### config.mk
export PLATFORM = sky130hd
export DESIGN_NAME = spm_signal_monitor
export DESIGN_NICKNAME = d
export VERILOG_FILES = /design/src/include/spm_pkg.sv /design/src/logic/spm_signal_monitor.sv
export SDC_FILE = /design/constraint.sdc
export NUM_CORES = 1
export LEC_CHECK = 0
export ABC_AREA = 1
export BUFFER_PORTS_ARGS = -buffer_cell sky130_fd_sc_hd__buf_2
export CORE_MARGIN = 2
export CORE_UTILIZATION = 30
export CTS_CLUSTER_DIAMETER = 120
export CTS_CLUSTER_SIZE = 14
export DETAILED_ROUTE_END_ITERATION = 16
export PLACE_DENSITY = 0.54
export SYNTH_ARGS = -nofsm -noshare
export SYNTH_HDL_FRONTEND = slang
export SYNTH_SLANG_ARGS = --single-unit
### constraint.sdc
create_clock -name clock -period 3.85 [get_ports clock]
set_input_delay 0.9625 -clock clock [delete_from_list [all_inputs] [get_ports clock]]
set_output_delay 0.9625 -clock clock [all_outputs]
set_load 0.02 [all_outputs]
### src/include/spm_pkg.sv
`default_nettype none
package spm_pkg;
	// register offsets on the control port
	localparam logic [11:0] ADDR_CTRL    = 12'h270;
	localparam logic [11:0] ADDR_PER_LO  = 12'h271;
	localparam logic [11:0] ADDR_PER_MID = 12'h272;
	localparam logic [11:0] ADDR_PER_HI  = 12'h273;
	localparam logic [11:0] ADDR_UPD     = 12'h274;
	localparam logic [11:0] ADDR_RES_LO  = 12'h275;
	localparam logic [11:0] ADDR_RES_MID = 12'h276;
	localparam logic [11:0] ADDR_RES_HI  = 12'h277;
	localparam logic [11:0] ADDR_FCNT    = 12'h278;
	localparam logic [11:0] ADDR_LEA     = 12'h279;
	localparam logic [11:0] ADDR_LEB     = 12'h27a;
	localparam logic [11:0] ADDR_CBA     = 12'h559;
	localparam logic [11:0] ADDR_CBB     = 12'h55a;
	localparam logic [11:0] ADDR_CBC     = 12'h58f;
	// field positions
	localparam int CTRL_PEAK_EN_BIT = 1;
	localparam int UPD_REQ_BIT      = 4;
	localparam int LEB_MON_BIT      = 1;
	localparam int CBA_PRBS_BIT     = 2;
	localparam int CBC_INS_BIT      = 0;
	localparam logic [1:0] LEA_MON_BITS = 2'h3;
	// widths and counts
	localparam int PEAK_W  = 13;
	localparam int PER_W   = 24;
	localparam int CONV_W  = 14;
	localparam int WORD_W  = 16;
	localparam int RES_W   = 20;
	localparam int PAD_W   = RES_W - PEAK_W;
	localparam int FRAME_W = 25;
	localparam int LFSR_W  = 15;
	localparam logic [4:0] FRAME_BITS = 5'h19;
	localparam logic [PER_W-1:0] TIMER_LAST = 24'h000001;
	localparam logic [PEAK_W-1:0] PEAK_MAX = 13'h1fff;
	// reset values
	localparam logic [7:0] REG_RST = 8'h00;
	localparam logic [LFSR_W-1:0] LFSR_SEED = 15'h7fff;

	typedef enum logic [1:0] {
		SPM_IDLE = 2'b00,
		SPM_SEED = 2'b01,
		SPM_RUN  = 2'b10
	} spm_mon_state_type;

	typedef struct packed {
		logic [11:0] addr;
		logic [7:0]  wdata;
		logic        wr;
		logic        rd;
	} spm_req_type;

	typedef struct packed {
		logic [WORD_W-1:0] word;
		logic              valid;
	} spm_link_type;

	typedef struct packed {
		logic [7:0]       ctrl;
		logic [PER_W-1:0] period;
		logic [7:0]       lea;
		logic [7:0]       leb;
		logic [7:0]       cba;
		logic [7:0]       cbb;
		logic [7:0]       cbc;
	} spm_regs_type;

	typedef struct packed {
		spm_regs_type           regs;
		spm_mon_state_type      mon;
		logic [PER_W-1:0]       timer;
		logic [PEAK_W-1:0]      run;
		logic [PEAK_W-1:0]      hold;
		logic [PEAK_W-1:0]      result;
		logic                   fresh;
		logic [7:0]             fcnt;
		logic                   pend;
		logic [PEAK_W-1:0]      pend_data;
		logic [1:0][PEAK_W-1:0] fifo;
		logic                   wptr;
		logic                   rptr;
		logic [1:0]             cnt;
		logic [FRAME_W-1:0]     ser;
		logic [4:0]             ser_cnt;
		logic [LFSR_W-1:0]      lfsr;
		logic [7:0]             rdata;
		spm_link_type           link;
	} spm_state_type;
endpackage
`default_nettype wire

### src/logic/spm_signal_monitor.sv
// Summary of operation
// 13-bit peak, 24-bit sample period
// compare magnitudes only, sign ignored
// control bit 1 enables peak detection
// software writes period before enabling
// load period, count down per sample
// keep larger of input and running peak
// seed running peak with current magnitude
// timer at one copies peak to holding
// reload timer, reseed, continue comparing
// update request after a new peak refreshes counter and result
// software polls counter until it changes
// result is 20-bit word, MSB aligned
// stream needs enable bits in both registers
// up to three control bits, one monitor
// control bits fill from MSB downward
// 25-bit frame, five start-led subframes
// software routes stream via link config
// converter bits 13..6, then 5..0 plus tail
// tail zero or pseudorandom, else control
// disabled: timer idle, holding kept
`timescale 1ns/1ps
`default_nettype none
module spm_signal_monitor
	import spm_pkg::*;
(
	input  wire logic              clock,        // 100 MHz clock
	input  wire logic              resetn,       // async reset, active low
	input  wire logic              sample_valid, // decimated sample enable
	input  wire logic [CONV_W-1:0] sample,       // signed converter sample
	input  wire spm_req_type       reg_req,      // control port access
	output var  logic [7:0]        reg_rdata,    // read data, one cycle later
	output var  spm_link_type      link_out      // link sample word
);

	spm_state_type     s;
	spm_state_type     next_s;
	logic              peak_en;
	logic              ctrl_on;
	logic              stream_en;
	logic [1:0]        cs;
	logic [PEAK_W-1:0] cur_mag;
	logic [PEAK_W-1:0] pk;
	logic              latched;
	logic              upd_req;
	logic              push;
	logic              load;
	logic              mon_bit;
	logic [RES_W-1:0]  res_word;
	logic [1:0]        top;
	logic [1:0]        idx;
	logic [WORD_W-1:0] w;

	////////////////////////////////////////////////////////////////
	// helpers

	// saturate, since the most negative code has no 13-bit magnitude
	function automatic logic [PEAK_W-1:0] mag13(input logic [CONV_W-1:0] v);
		logic [CONV_W-1:0] a;
		a = v[CONV_W-1] ? (~v + 14'h0001) : v;
		return (a > {1'b0, PEAK_MAX}) ? PEAK_MAX : a[PEAK_W-1:0];
	endfunction

	function automatic logic [PEAK_W-1:0] max13(input logic [PEAK_W-1:0] a,
		input logic [PEAK_W-1:0] b);
		return (a > b) ? a : b;
	endfunction

	function automatic logic [FRAME_W-1:0] frame25(input logic [PEAK_W-1:0] p);
		logic [RES_W-1:0] f;
		f = {p, {PAD_W{1'b0}}};
		return {1'b1, f[19:16], 1'b1, f[15:12], 1'b1, f[11:8],
			1'b1, f[7:4], 1'b1, f[3:0]};
	endfunction

	////////////////////////////////////////////////////////////////
	// decode

	assign peak_en   = s.regs.ctrl[CTRL_PEAK_EN_BIT];
	assign cs        = s.regs.cba[1:0];
	assign ctrl_on   = s.regs.cbc[CBC_INS_BIT] && (cs != 2'h0);
	assign stream_en = (s.regs.lea[1:0] == LEA_MON_BITS) && s.regs.leb[LEB_MON_BIT]
		&& ctrl_on;
	assign cur_mag   = mag13(sample);
	assign pk        = max13(s.run, cur_mag);
	assign upd_req   = reg_req.wr && (reg_req.addr == ADDR_UPD)
		&& reg_req.wdata[UPD_REQ_BIT];
	assign push      = s.pend && (s.cnt != 2'h2);
	assign load      = stream_en && sample_valid && (s.ser_cnt == 5'h00) && (s.cnt != 2'h0);
	assign mon_bit   = (s.ser_cnt != 5'h00) && s.ser[FRAME_W-1];
	assign res_word  = {s.result, {PAD_W{1'b0}}};
	assign top       = (cs == 2'h3) ? 2'h2 : 2'h1;

	assign reg_rdata = s.rdata;
	assign link_out  = s.link;

	////////////////////////////////////////////////////////////////
	// next state

	always_comb begin
		next_s  = s;
		latched = 1'b0;
		idx     = 2'h0;
		w       = '0;

		// peak detector
		case (s.mon)
			SPM_IDLE: begin
				if (peak_en) begin
					next_s.mon = SPM_SEED;
				end
			end
			SPM_SEED: begin
				if (!peak_en) begin
					next_s.mon = SPM_IDLE;
				end else if (sample_valid) begin
					next_s.run = cur_mag;
					if (s.regs.period <= TIMER_LAST) begin
						next_s.hold = cur_mag;
						latched     = 1'b1;
					end else begin
						next_s.timer = s.regs.period - TIMER_LAST;
						next_s.mon   = SPM_RUN;
					end
				end
			end
			SPM_RUN: begin
				if (!peak_en) begin
					next_s.mon = SPM_IDLE;
				end else if (sample_valid) begin
					if (s.timer == TIMER_LAST) begin
						next_s.hold = pk;
						latched     = 1'b1;
						next_s.mon  = SPM_SEED;
					end else begin
						next_s.run   = pk;
						next_s.timer = s.timer - TIMER_LAST;
					end
				end
			end
			default: begin
				next_s.mon = SPM_IDLE;
			end
		endcase

		// update handshake; a latch in the same cycle keeps fresh set
		if (upd_req && s.fresh) begin
			next_s.result = s.hold;
			next_s.fcnt   = s.fcnt + 8'h01;
			next_s.fresh  = 1'b0;
		end
		if (latched) begin
			next_s.fresh = 1'b1;
		end

		// stream hand-off; a newer peak replaces a waiting one
		if (push) begin
			next_s.fifo[s.wptr] = s.pend_data;
			next_s.wptr         = ~s.wptr;
			next_s.pend         = 1'b0;
		end
		if (latched && stream_en) begin
			next_s.pend      = 1'b1;
			next_s.pend_data = next_s.hold;
		end
		next_s.cnt = s.cnt + {1'b0, push} - {1'b0, load};

		// serializer, one bit per link sample, msb first
		if (!stream_en) begin
			next_s.ser_cnt = 5'h00;
		end else if (sample_valid) begin
			if (s.ser_cnt != 5'h00) begin
				next_s.ser     = {s.ser[FRAME_W-2:0], 1'b0};
				next_s.ser_cnt = s.ser_cnt - 5'h01;
			end else if (load) begin
				next_s.ser     = frame25(s.fifo[s.rptr]);
				next_s.ser_cnt = FRAME_BITS;
				next_s.rptr    = ~s.rptr;
			end
		end

		// link word: data msb first, tail, then control bits
		next_s.link.valid = sample_valid;
		if (sample_valid) begin
			next_s.lfsr = {s.lfsr[LFSR_W-2:0], s.lfsr[LFSR_W-1] ^ s.lfsr[LFSR_W-2]};
			w = {sample, 2'b00};
			if (s.regs.cba[CBA_PRBS_BIT]) begin
				w[1:0] = s.lfsr[1:0];
			end
			if (ctrl_on) begin
				for (int i = 0; i < 3; i++) begin
					if (i < int'(cs)) begin
						idx    = top - 2'(i);
						w[idx] = stream_en && (s.regs.cbb[1:0] == 2'(i)) && mon_bit;
					end
				end
			end
			next_s.link.word = w;
		end

		// register writes
		if (reg_req.wr) begin
			case (reg_req.addr)
				ADDR_CTRL:    next_s.regs.ctrl = reg_req.wdata;
				ADDR_PER_LO:  next_s.regs.period[7:0] = reg_req.wdata;
				ADDR_PER_MID: next_s.regs.period[15:8] = reg_req.wdata;
				ADDR_PER_HI:  next_s.regs.period[23:16] = reg_req.wdata;
				ADDR_LEA:     next_s.regs.lea = reg_req.wdata;
				ADDR_LEB:     next_s.regs.leb = reg_req.wdata;
				ADDR_CBA:     next_s.regs.cba = reg_req.wdata;
				ADDR_CBB:     next_s.regs.cbb = reg_req.wdata;
				ADDR_CBC:     next_s.regs.cbc = reg_req.wdata;
				default:      next_s.regs = s.regs;
			endcase
		end

		// register reads
		if (reg_req.rd) begin
			case (reg_req.addr)
				ADDR_CTRL:    next_s.rdata = s.regs.ctrl;
				ADDR_PER_LO:  next_s.rdata = s.regs.period[7:0];
				ADDR_PER_MID: next_s.rdata = s.regs.period[15:8];
				ADDR_PER_HI:  next_s.rdata = s.regs.period[23:16];
				ADDR_RES_LO:  next_s.rdata = res_word[7:0];
				ADDR_RES_MID: next_s.rdata = res_word[15:8];
				ADDR_RES_HI:  next_s.rdata = {4'h0, res_word[19:16]};
				ADDR_FCNT:    next_s.rdata = s.fcnt;
				ADDR_LEA:     next_s.rdata = s.regs.lea;
				ADDR_LEB:     next_s.rdata = s.regs.leb;
				ADDR_CBA:     next_s.rdata = s.regs.cba;
				ADDR_CBB:     next_s.rdata = s.regs.cbb;
				ADDR_CBC:     next_s.rdata = s.regs.cbc;
				default:      next_s.rdata = REG_RST;
			endcase
		end
	end

	always_ff @(posedge clock or negedge resetn) begin
		if (!resetn) begin
			s      <= '0;
			s.lfsr <= LFSR_SEED;
		end else begin
			s <= next_s;
		end
	end
endmodule // spm_signal_monitor
`default_nettype wire

Yosys cells after proc, flatten, opt, wreduce, memory -nomap -nowiden

Cells that the tools add are included.

Output and inout bits: 25
Register bits after elaboration: 260
Logic and storage cells: 198
Input bits: 39

Mux-type cells: 58
Magnitude comparators: 15
Reduce and logical (&&, ||, !) cells: 47
Bitwise logic cells: 5
Equal/unequal tests: 35
$add $sub $neg: 9

Operators with widths:

| kind                    | number |
|---|---|
| $eq A12 B10 Y1 const B  | 11 |
| $mux W16                | 8 |
| $mux W52                | 2 |
| $pmux W8 S13            | 1 |
| $mux W50                | 2 |
| $pmux W50 S2            | 1 |
| $mux W13                | 7 |
| $mux W30                | 2 |
| $bwmux W16              | 3 |
| $sub A24 B1 Y24 const B | 2 |
| $mux W37                | 1 |
| $eq A12 B11 Y1 const B  | 3 |
| $mux W14                | 2 |
| $bwmux W26              | 1 |
| $mux W26                | 1 |
| $eq A24 B1 Y1 const B   | 1 |
| $le A24 B1 Y1 const B   | 1 |
| $logic_and A1 B1 Y1     | 22 |
| $reduce_and A2 Y1       | 10 |
| $ne A2 B2 Y1 const B    | 9 |
| $lt A2 B5 Y1 const B    | 3 |
| $add A14 B1 Y14 const B | 1 |
| $gt A14 B13 Y1 const B  | 1 |
| $mux W2                 | 7 |
| other kinds (35)        | 67 |

Depth between registers and ports, before layout

Depth after elaboration: 17
Mapped depth: 25
Depth with buffers taken out: 24

Least setup slack after synthesis

Ideal clock, no wire load.

Kind: in2reg
From: in sample[1]
To: reg s[104] (netlist name)
Setup time: 0.117 ns
Data arrival time: 3.186 ns
Required time: 3.733 ns
Stages: 22
Path slack: 0.547 ns
Buffers on the path: 1
Cell sequence: inv_1 -> ha_1 -> nand2_1 -> nor2_1 -> nand4_1 -> nand2_1 -> nand2_1 -> nand3_1 -> inv_1 -> ha_1 -> nand2_1 -> nor2_1 -> nand3b_2 -> nand2_2 -> buf_4 -> nand2_1 -> o21ai_1 -> nand2_1 -> nand2_1 -> nand2_1 -> nand3_1 -> nand2_1

Longest elaborated chain between the ends: 11
Elaborated cells between the ends (all ways): 14
Classes of those cells: 1 x add/sub; 2 x order compare; 10 x mux; 1 x bitwise

RTL lines:

| element              | RTL line                  | text |
|---|---|---|
| from (decl)          | spm_signal_monitor.sv:30  | `input wire logic [CONV_W-1:0] sample,` |
| $not A14 Y14         | spm_signal_monitor.sv:60  | `a = v[CONV_W-1] ? (~v + 14'h0001) : v;` |
| $add A14 B1 Y14      | spm_signal_monitor.sv:60  |  |
| $mux W14 (*)         | spm_signal_monitor.sv:60  |  |
| $gt A14 B13 Y1       | spm_signal_monitor.sv:61  | `return (a > {1'b0, PEAK_MAX}) ? PEAK_MAX : a[PEAK_W-1:0];` |
| $mux W13 (*)         | spm_signal_monitor.sv:61  |  |
| $gt A13 B13 Y1       | spm_signal_monitor.sv:66  | `return (a > b) ? a : b;` |
| $mux W13             | spm_signal_monitor.sv:66  |  |
| $mux W13             | spm_signal_monitor.sv:131 | `if (s.timer == TIMER_LAST) begin` |
| $mux W52             | spm_signal_monitor.sv:130 | `end else if (sample_valid) begin` |
| $mux W50             | spm_signal_monitor.sv:128 | `if (!peak_en) begin` |
| $pmux W50 S2 (*)     | spm_signal_monitor.sv:107 | `case (s.mon)` |
| to (signal assigned) | spm_signal_monitor.sv:243 | `s <= next_s;` |
| to (decl)            | spm_signal_monitor.sv:36  | `spm_state_type s;` |

Every way passes the cells marked *; elsewhere a longest branch is shown, timed or not. The select of a mux whose other input is x is not followed.
A chain may end at the register's enable or synchronous reset.

Worst setup path in the final report

From: in sample[0]
To: reg s[103] (netlist name)

The elaborated chain is that of the path after synthesis.

==> run_results.csv <==
group,metric,value,unit
synth,syn-instance-count,1875,
global_route,antenna_found_initial,0,
pwr,power_density_over_the_cells,417.7,nW/µm²
placement,place.gp.congestion,0.8973,
placement,cell_count_post_placement,2505,
pwr,fin_total_pwr,6.634,mW
cells_and_area,stdcell_area,15880,µm²
die,initial_core_util,30.55,%
drt,ant_nets,0,
timing,finalHoldViolCount,0,
hold_path,min-delay-path-class,"primary input to async pin",
global_route,groute.layer.met1.usage,24.26,%
cells_and_area,area.growth.synth_to_final,11.19,%
die,die-height,222.2,µm
cts,cts-buffers-inserted,22,
global_route,grt_first_pass_wirelength,66990,µm
global_route,grt_overflow_total,0,
drt,drt-wirelength-per-cell,16.33,µm
setup_path,endpoint_of_the_worst_slack_reg_to_reg_timing_path,"s[172]",
die,core_region_area,46750,µm²
setup_path,crit_fanout,16,
pwr,sw_frac_of_total,32.41,%
pwr,netSwitchingPower,2.150,mW
cells_and_area,post-route-util,33.97,%
synth,synth_top_cell_by_area,"sky130_fd_sc_hd__dfrtp_1",
status,status,"completed",
placement,worst_setup_slack_after_placement,-105.9,ps
timing,report.final.slew_viol_count,0,
cells_and_area,nNetsFinal,1987,
pwr,power.leakage,7.582,nW
timing,tightestPinTransition,896.1,ps
synth,postSynthNetCount,1940,
cells_and_area,antenna-diode-count,0,
die,fp-row-count,79,
timing,worst_slew_margin_rel,40.09,%
setup_path,setup.worst_path.start_class,"primary input",
cts,cts-root-to-sink-buffers,3,
global_route,first_global_vias,12160,
die,design.die.area,49370,µm²
die,chipWidth,222.2,µm
drt,route.vias.total,12590,
synth,synth-warning-count,0,
synth,synth_largest_type_area_fraction,42.22,%
cells_and_area,final-instance-count-excl-fill,2538,
synth,ys_seq_elements,256,
timing,timing.fmax,301.1,MHz
timing,setup_repair_after_global_routing_missed_its_margin,"false",
placement,placed_area,15250,µm²
setup_path,worstReg2RegStart,"s[228]",
timing,final.hold.worst_slack,370.9,ps
cts,htreeDepth,1,
timing,min_period_over_period,86.27,%
pwr,share_seq_of_total_power,46.7,%
cts,clkSlewWorstSetupHoldPaths,70,ps
global_route,grt_most_used_layer,"met2",
drt,drt_pre_antenna_iters,5,
cts,clk-insertion-delay-late,530,ps
setup_path,critical_path_arrival,3740,ps
global_route,grt_met3_use,2.420,%
setup_path,timing.critical_path.to_type,"flip-flop",
synth,synthDistinctLibCells,55,
timing,worst_clock_skew,10.09,ps
setup_path,crit_type,"primary input to flip-flop",
synth,ys_dominant_reg_cell,"sky130_fd_sc_hd__dfrtp_1",
cts,cts-root-buf,"sky130_fd_sc_hd__clkbuf_16",
cts,post_cts_buffers,0,
synth,synth.cells.most_frequent,"sky130_fd_sc_hd__nand2_1, sky130_fd_sc_hd__dfrtp_1, sky130_fd_sc_hd__o21ai_0, sky130_fd_sc_hd__inv_1, sky130_fd_sc_hd__nor2_1",
global_route,largest_net_degree_at_the_start_of_global_routing,93,
synth,synth_edf_count,0,
placement,post_detail_place_hpwl,30390,µm
cells_and_area,fill_cells,5003,
timing,setup_total_negative_slack,0,ps
synth,sequential_element_share_of_the_synthesized_area,44.98,%
drt,routed_wl,41440,µm
placement,portBuffers,63,
timing,period_needed,3322,ps
drt,number_of_design_rule_violations_left_by_the_first_detailed_router_iteration,990,
setup_path,worst_r2r_path_depth,11,
pwr,ir_worst_vdd,0.0002717,V
die,floorplan.io_pins,64,
timing,finalWorstSetupSlack,528.5,ps
synth,asyncSetResetFlopFracSynth,100.0,%
job,drv.max_cap_violation_count,0,
setup_path,crit_required,4270,ps
synth,synthTopCellsByArea,"sky130_fd_sc_hd__dfrtp_1, sky130_fd_sc_hd__nand2_1, sky130_fd_sc_hd__o21ai_0",
cells_and_area,drive_gt1_share,11.13,%
synth,syn-cell-area,14280,µm²
setup_path,reg2reg_setup_slack,1140,ps
drt,post-route-drc-count,0,
cts,cts_tree,"yes",
pwr,comb_power_share,21.4,%
synth,avgSynthCellArea,7.618,µm²
cts,cts_num_sinks,256,
global_route,globalRouteMet2Util,26.57,%
drt,avgViaCountPerCell,4.959,
pwr,p_int,4.484,mW
timing,finalSetupViolCount,0,
pwr,relative_contribution_of_the_clock_network_to_total_power,31.9,%
global_route,global_route.usage.total,16.82,%
synth,post-synth-top-count-cell,"sky130_fd_sc_hd__nand2_1",
worst max-delay path, cell delays in order:
cell	delay (ps)
sky130_fd_sc_hd__buf_2	110
sky130_fd_sc_hd__inv_1	90
sky130_fd_sc_hd__nand3_1	230
sky130_fd_sc_hd__nor2_2	240
sky130_fd_sc_hd__nand4_4	210
sky130_fd_sc_hd__buf_4	220
sky130_fd_sc_hd__nand2_1	50
sky130_fd_sc_hd__inv_1	50
sky130_fd_sc_hd__ha_1	310
sky130_fd_sc_hd__nand2_1	70
sky130_fd_sc_hd__inv_1	30
sky130_fd_sc_hd__o21ai_0	170
sky130_fd_sc_hd__nand3_1	110
sky130_fd_sc_hd__nand2_1	60
sky130_fd_sc_hd__nand2_1	70
sky130_fd_sc_hd__nand2_2	230
sky130_fd_sc_hd__nand2_1	70
sky130_fd_sc_hd__o21ai_0	130
sky130_fd_sc_hd__nand2_1	80
sky130_fd_sc_hd__nand2_1	90
sky130_fd_sc_hd__nand2_1	50
sky130_fd_sc_hd__nand3_1	60
sky130_fd_sc_hd__nand2_1	50
cells by family after synthesis:
logic type | share of synthesized area (%)
xor gates and xnor gates | 1.533
AOI/OAI and AO/OA | 16.35
adders and majority gates | 2.277
buffers and inverters | 9.224
DFF | 44.98
and+or+nand+nor | 25.47
muxes | 0.1577
worst max path at each step:
stage                         start  endpoint  slack (ps)
final                     sample[0]    s[103]         530
after global routing      sample[0]    s[103]          20
after CTS                 sample[0]    s[103]         440
after detailed placement  sample[0]    s[103]        -110
after global placement    sample[0]    s[103]         -10
after floorplan           sample[1]    s[104]         550
layout by cell type (no fill, tap or decap), types with 5 or more instances in the layout:
master and n:
sky130_fd_sc_hd__o21ai_2 11, sky130_fd_sc_hd__a211oi_1 11, sky130_fd_sc_hd__nor2_1 148, sky130_fd_sc_hd__clkbuf_16 23, sky130_fd_sc_hd__o22ai_1 25, sky130_fd_sc_hd__nor2_2 18, sky130_fd_sc_hd__clkinv_1 5, sky130_fd_sc_hd__nor3_2 5
sky130_fd_sc_hd__xnor2_1 5, sky130_fd_sc_hd__nand4_1 28, sky130_fd_sc_hd__dfstp_2 15, sky130_fd_sc_hd__ha_1 26, sky130_fd_sc_hd__a31oi_1 21, sky130_fd_sc_hd__o21ai_0 240, sky130_fd_sc_hd__nand3_1 132, sky130_fd_sc_hd__a21oi_1 77
sky130_fd_sc_hd__dfrtp_1 241, sky130_fd_sc_hd__buf_4 50, sky130_fd_sc_hd__clkbuf_1 9, sky130_fd_sc_hd__xor2_1 20, sky130_fd_sc_hd__nor3_1 14, sky130_fd_sc_hd__inv_2 7, sky130_fd_sc_hd__nand3b_1 7, sky130_fd_sc_hd__inv_1 197
sky130_fd_sc_hd__o21ai_1 10, sky130_fd_sc_hd__nand2_1 466, sky130_fd_sc_hd__o31ai_1 7, sky130_fd_sc_hd__buf_2 62
power groups by stage:
| stage | clock [mW] | combinational, mW | sequential (mW) |
|---|---|---|---|
| floorplan | 0 | 0.999 | 3.10 |
| global route | 2.28 | 1.62 | 3.13 |
| finish | 2.11 | 1.42 | 3.10 |
| detailed placement | 0 | 1.41 | 3.14 |
| global placement | 0 | 1.39 | 3.14 |
| CTS | 2.19 | 1.42 | 3.10 |
cell type report:
type	count	area [µm²]	share of cell area [%]
flip-flops and latches	256	6425	40.45
repair buffers	115	740.7	4.664
clock buffers	32	609.3	3.836
clock inverters	1	11.26	0.07090
inverters	209	784.5	4.939
multi-input cells	1318	6553	41.26
well taps	607	759.5	4.782
per-layer routing:
layer | routed length (µm) | vias up
li1 | - | 6248
met1 | 19990 | 6028
met2 | 18680 | 266
met3 | 1911 | 45
met4 | 861 | 0
met5 | 0 | -
repair_timing:
| action | in CTS | in global routing |
|---|---|---|
| endpoints found under the setup margin | 0 | 8 |
| hold buffers | 0 | 0 |
| resized for setup | 0 | 1 |
| endpoints found under the hold margin | 0 | 0 |
state kept, by name (all words and copies together), names as in the netlist:
signal,cells
res_word,13
cs,2
link_out,17
peak_en,1
reg_rdata,8
s,215
(Power assumes the default switching activity.)
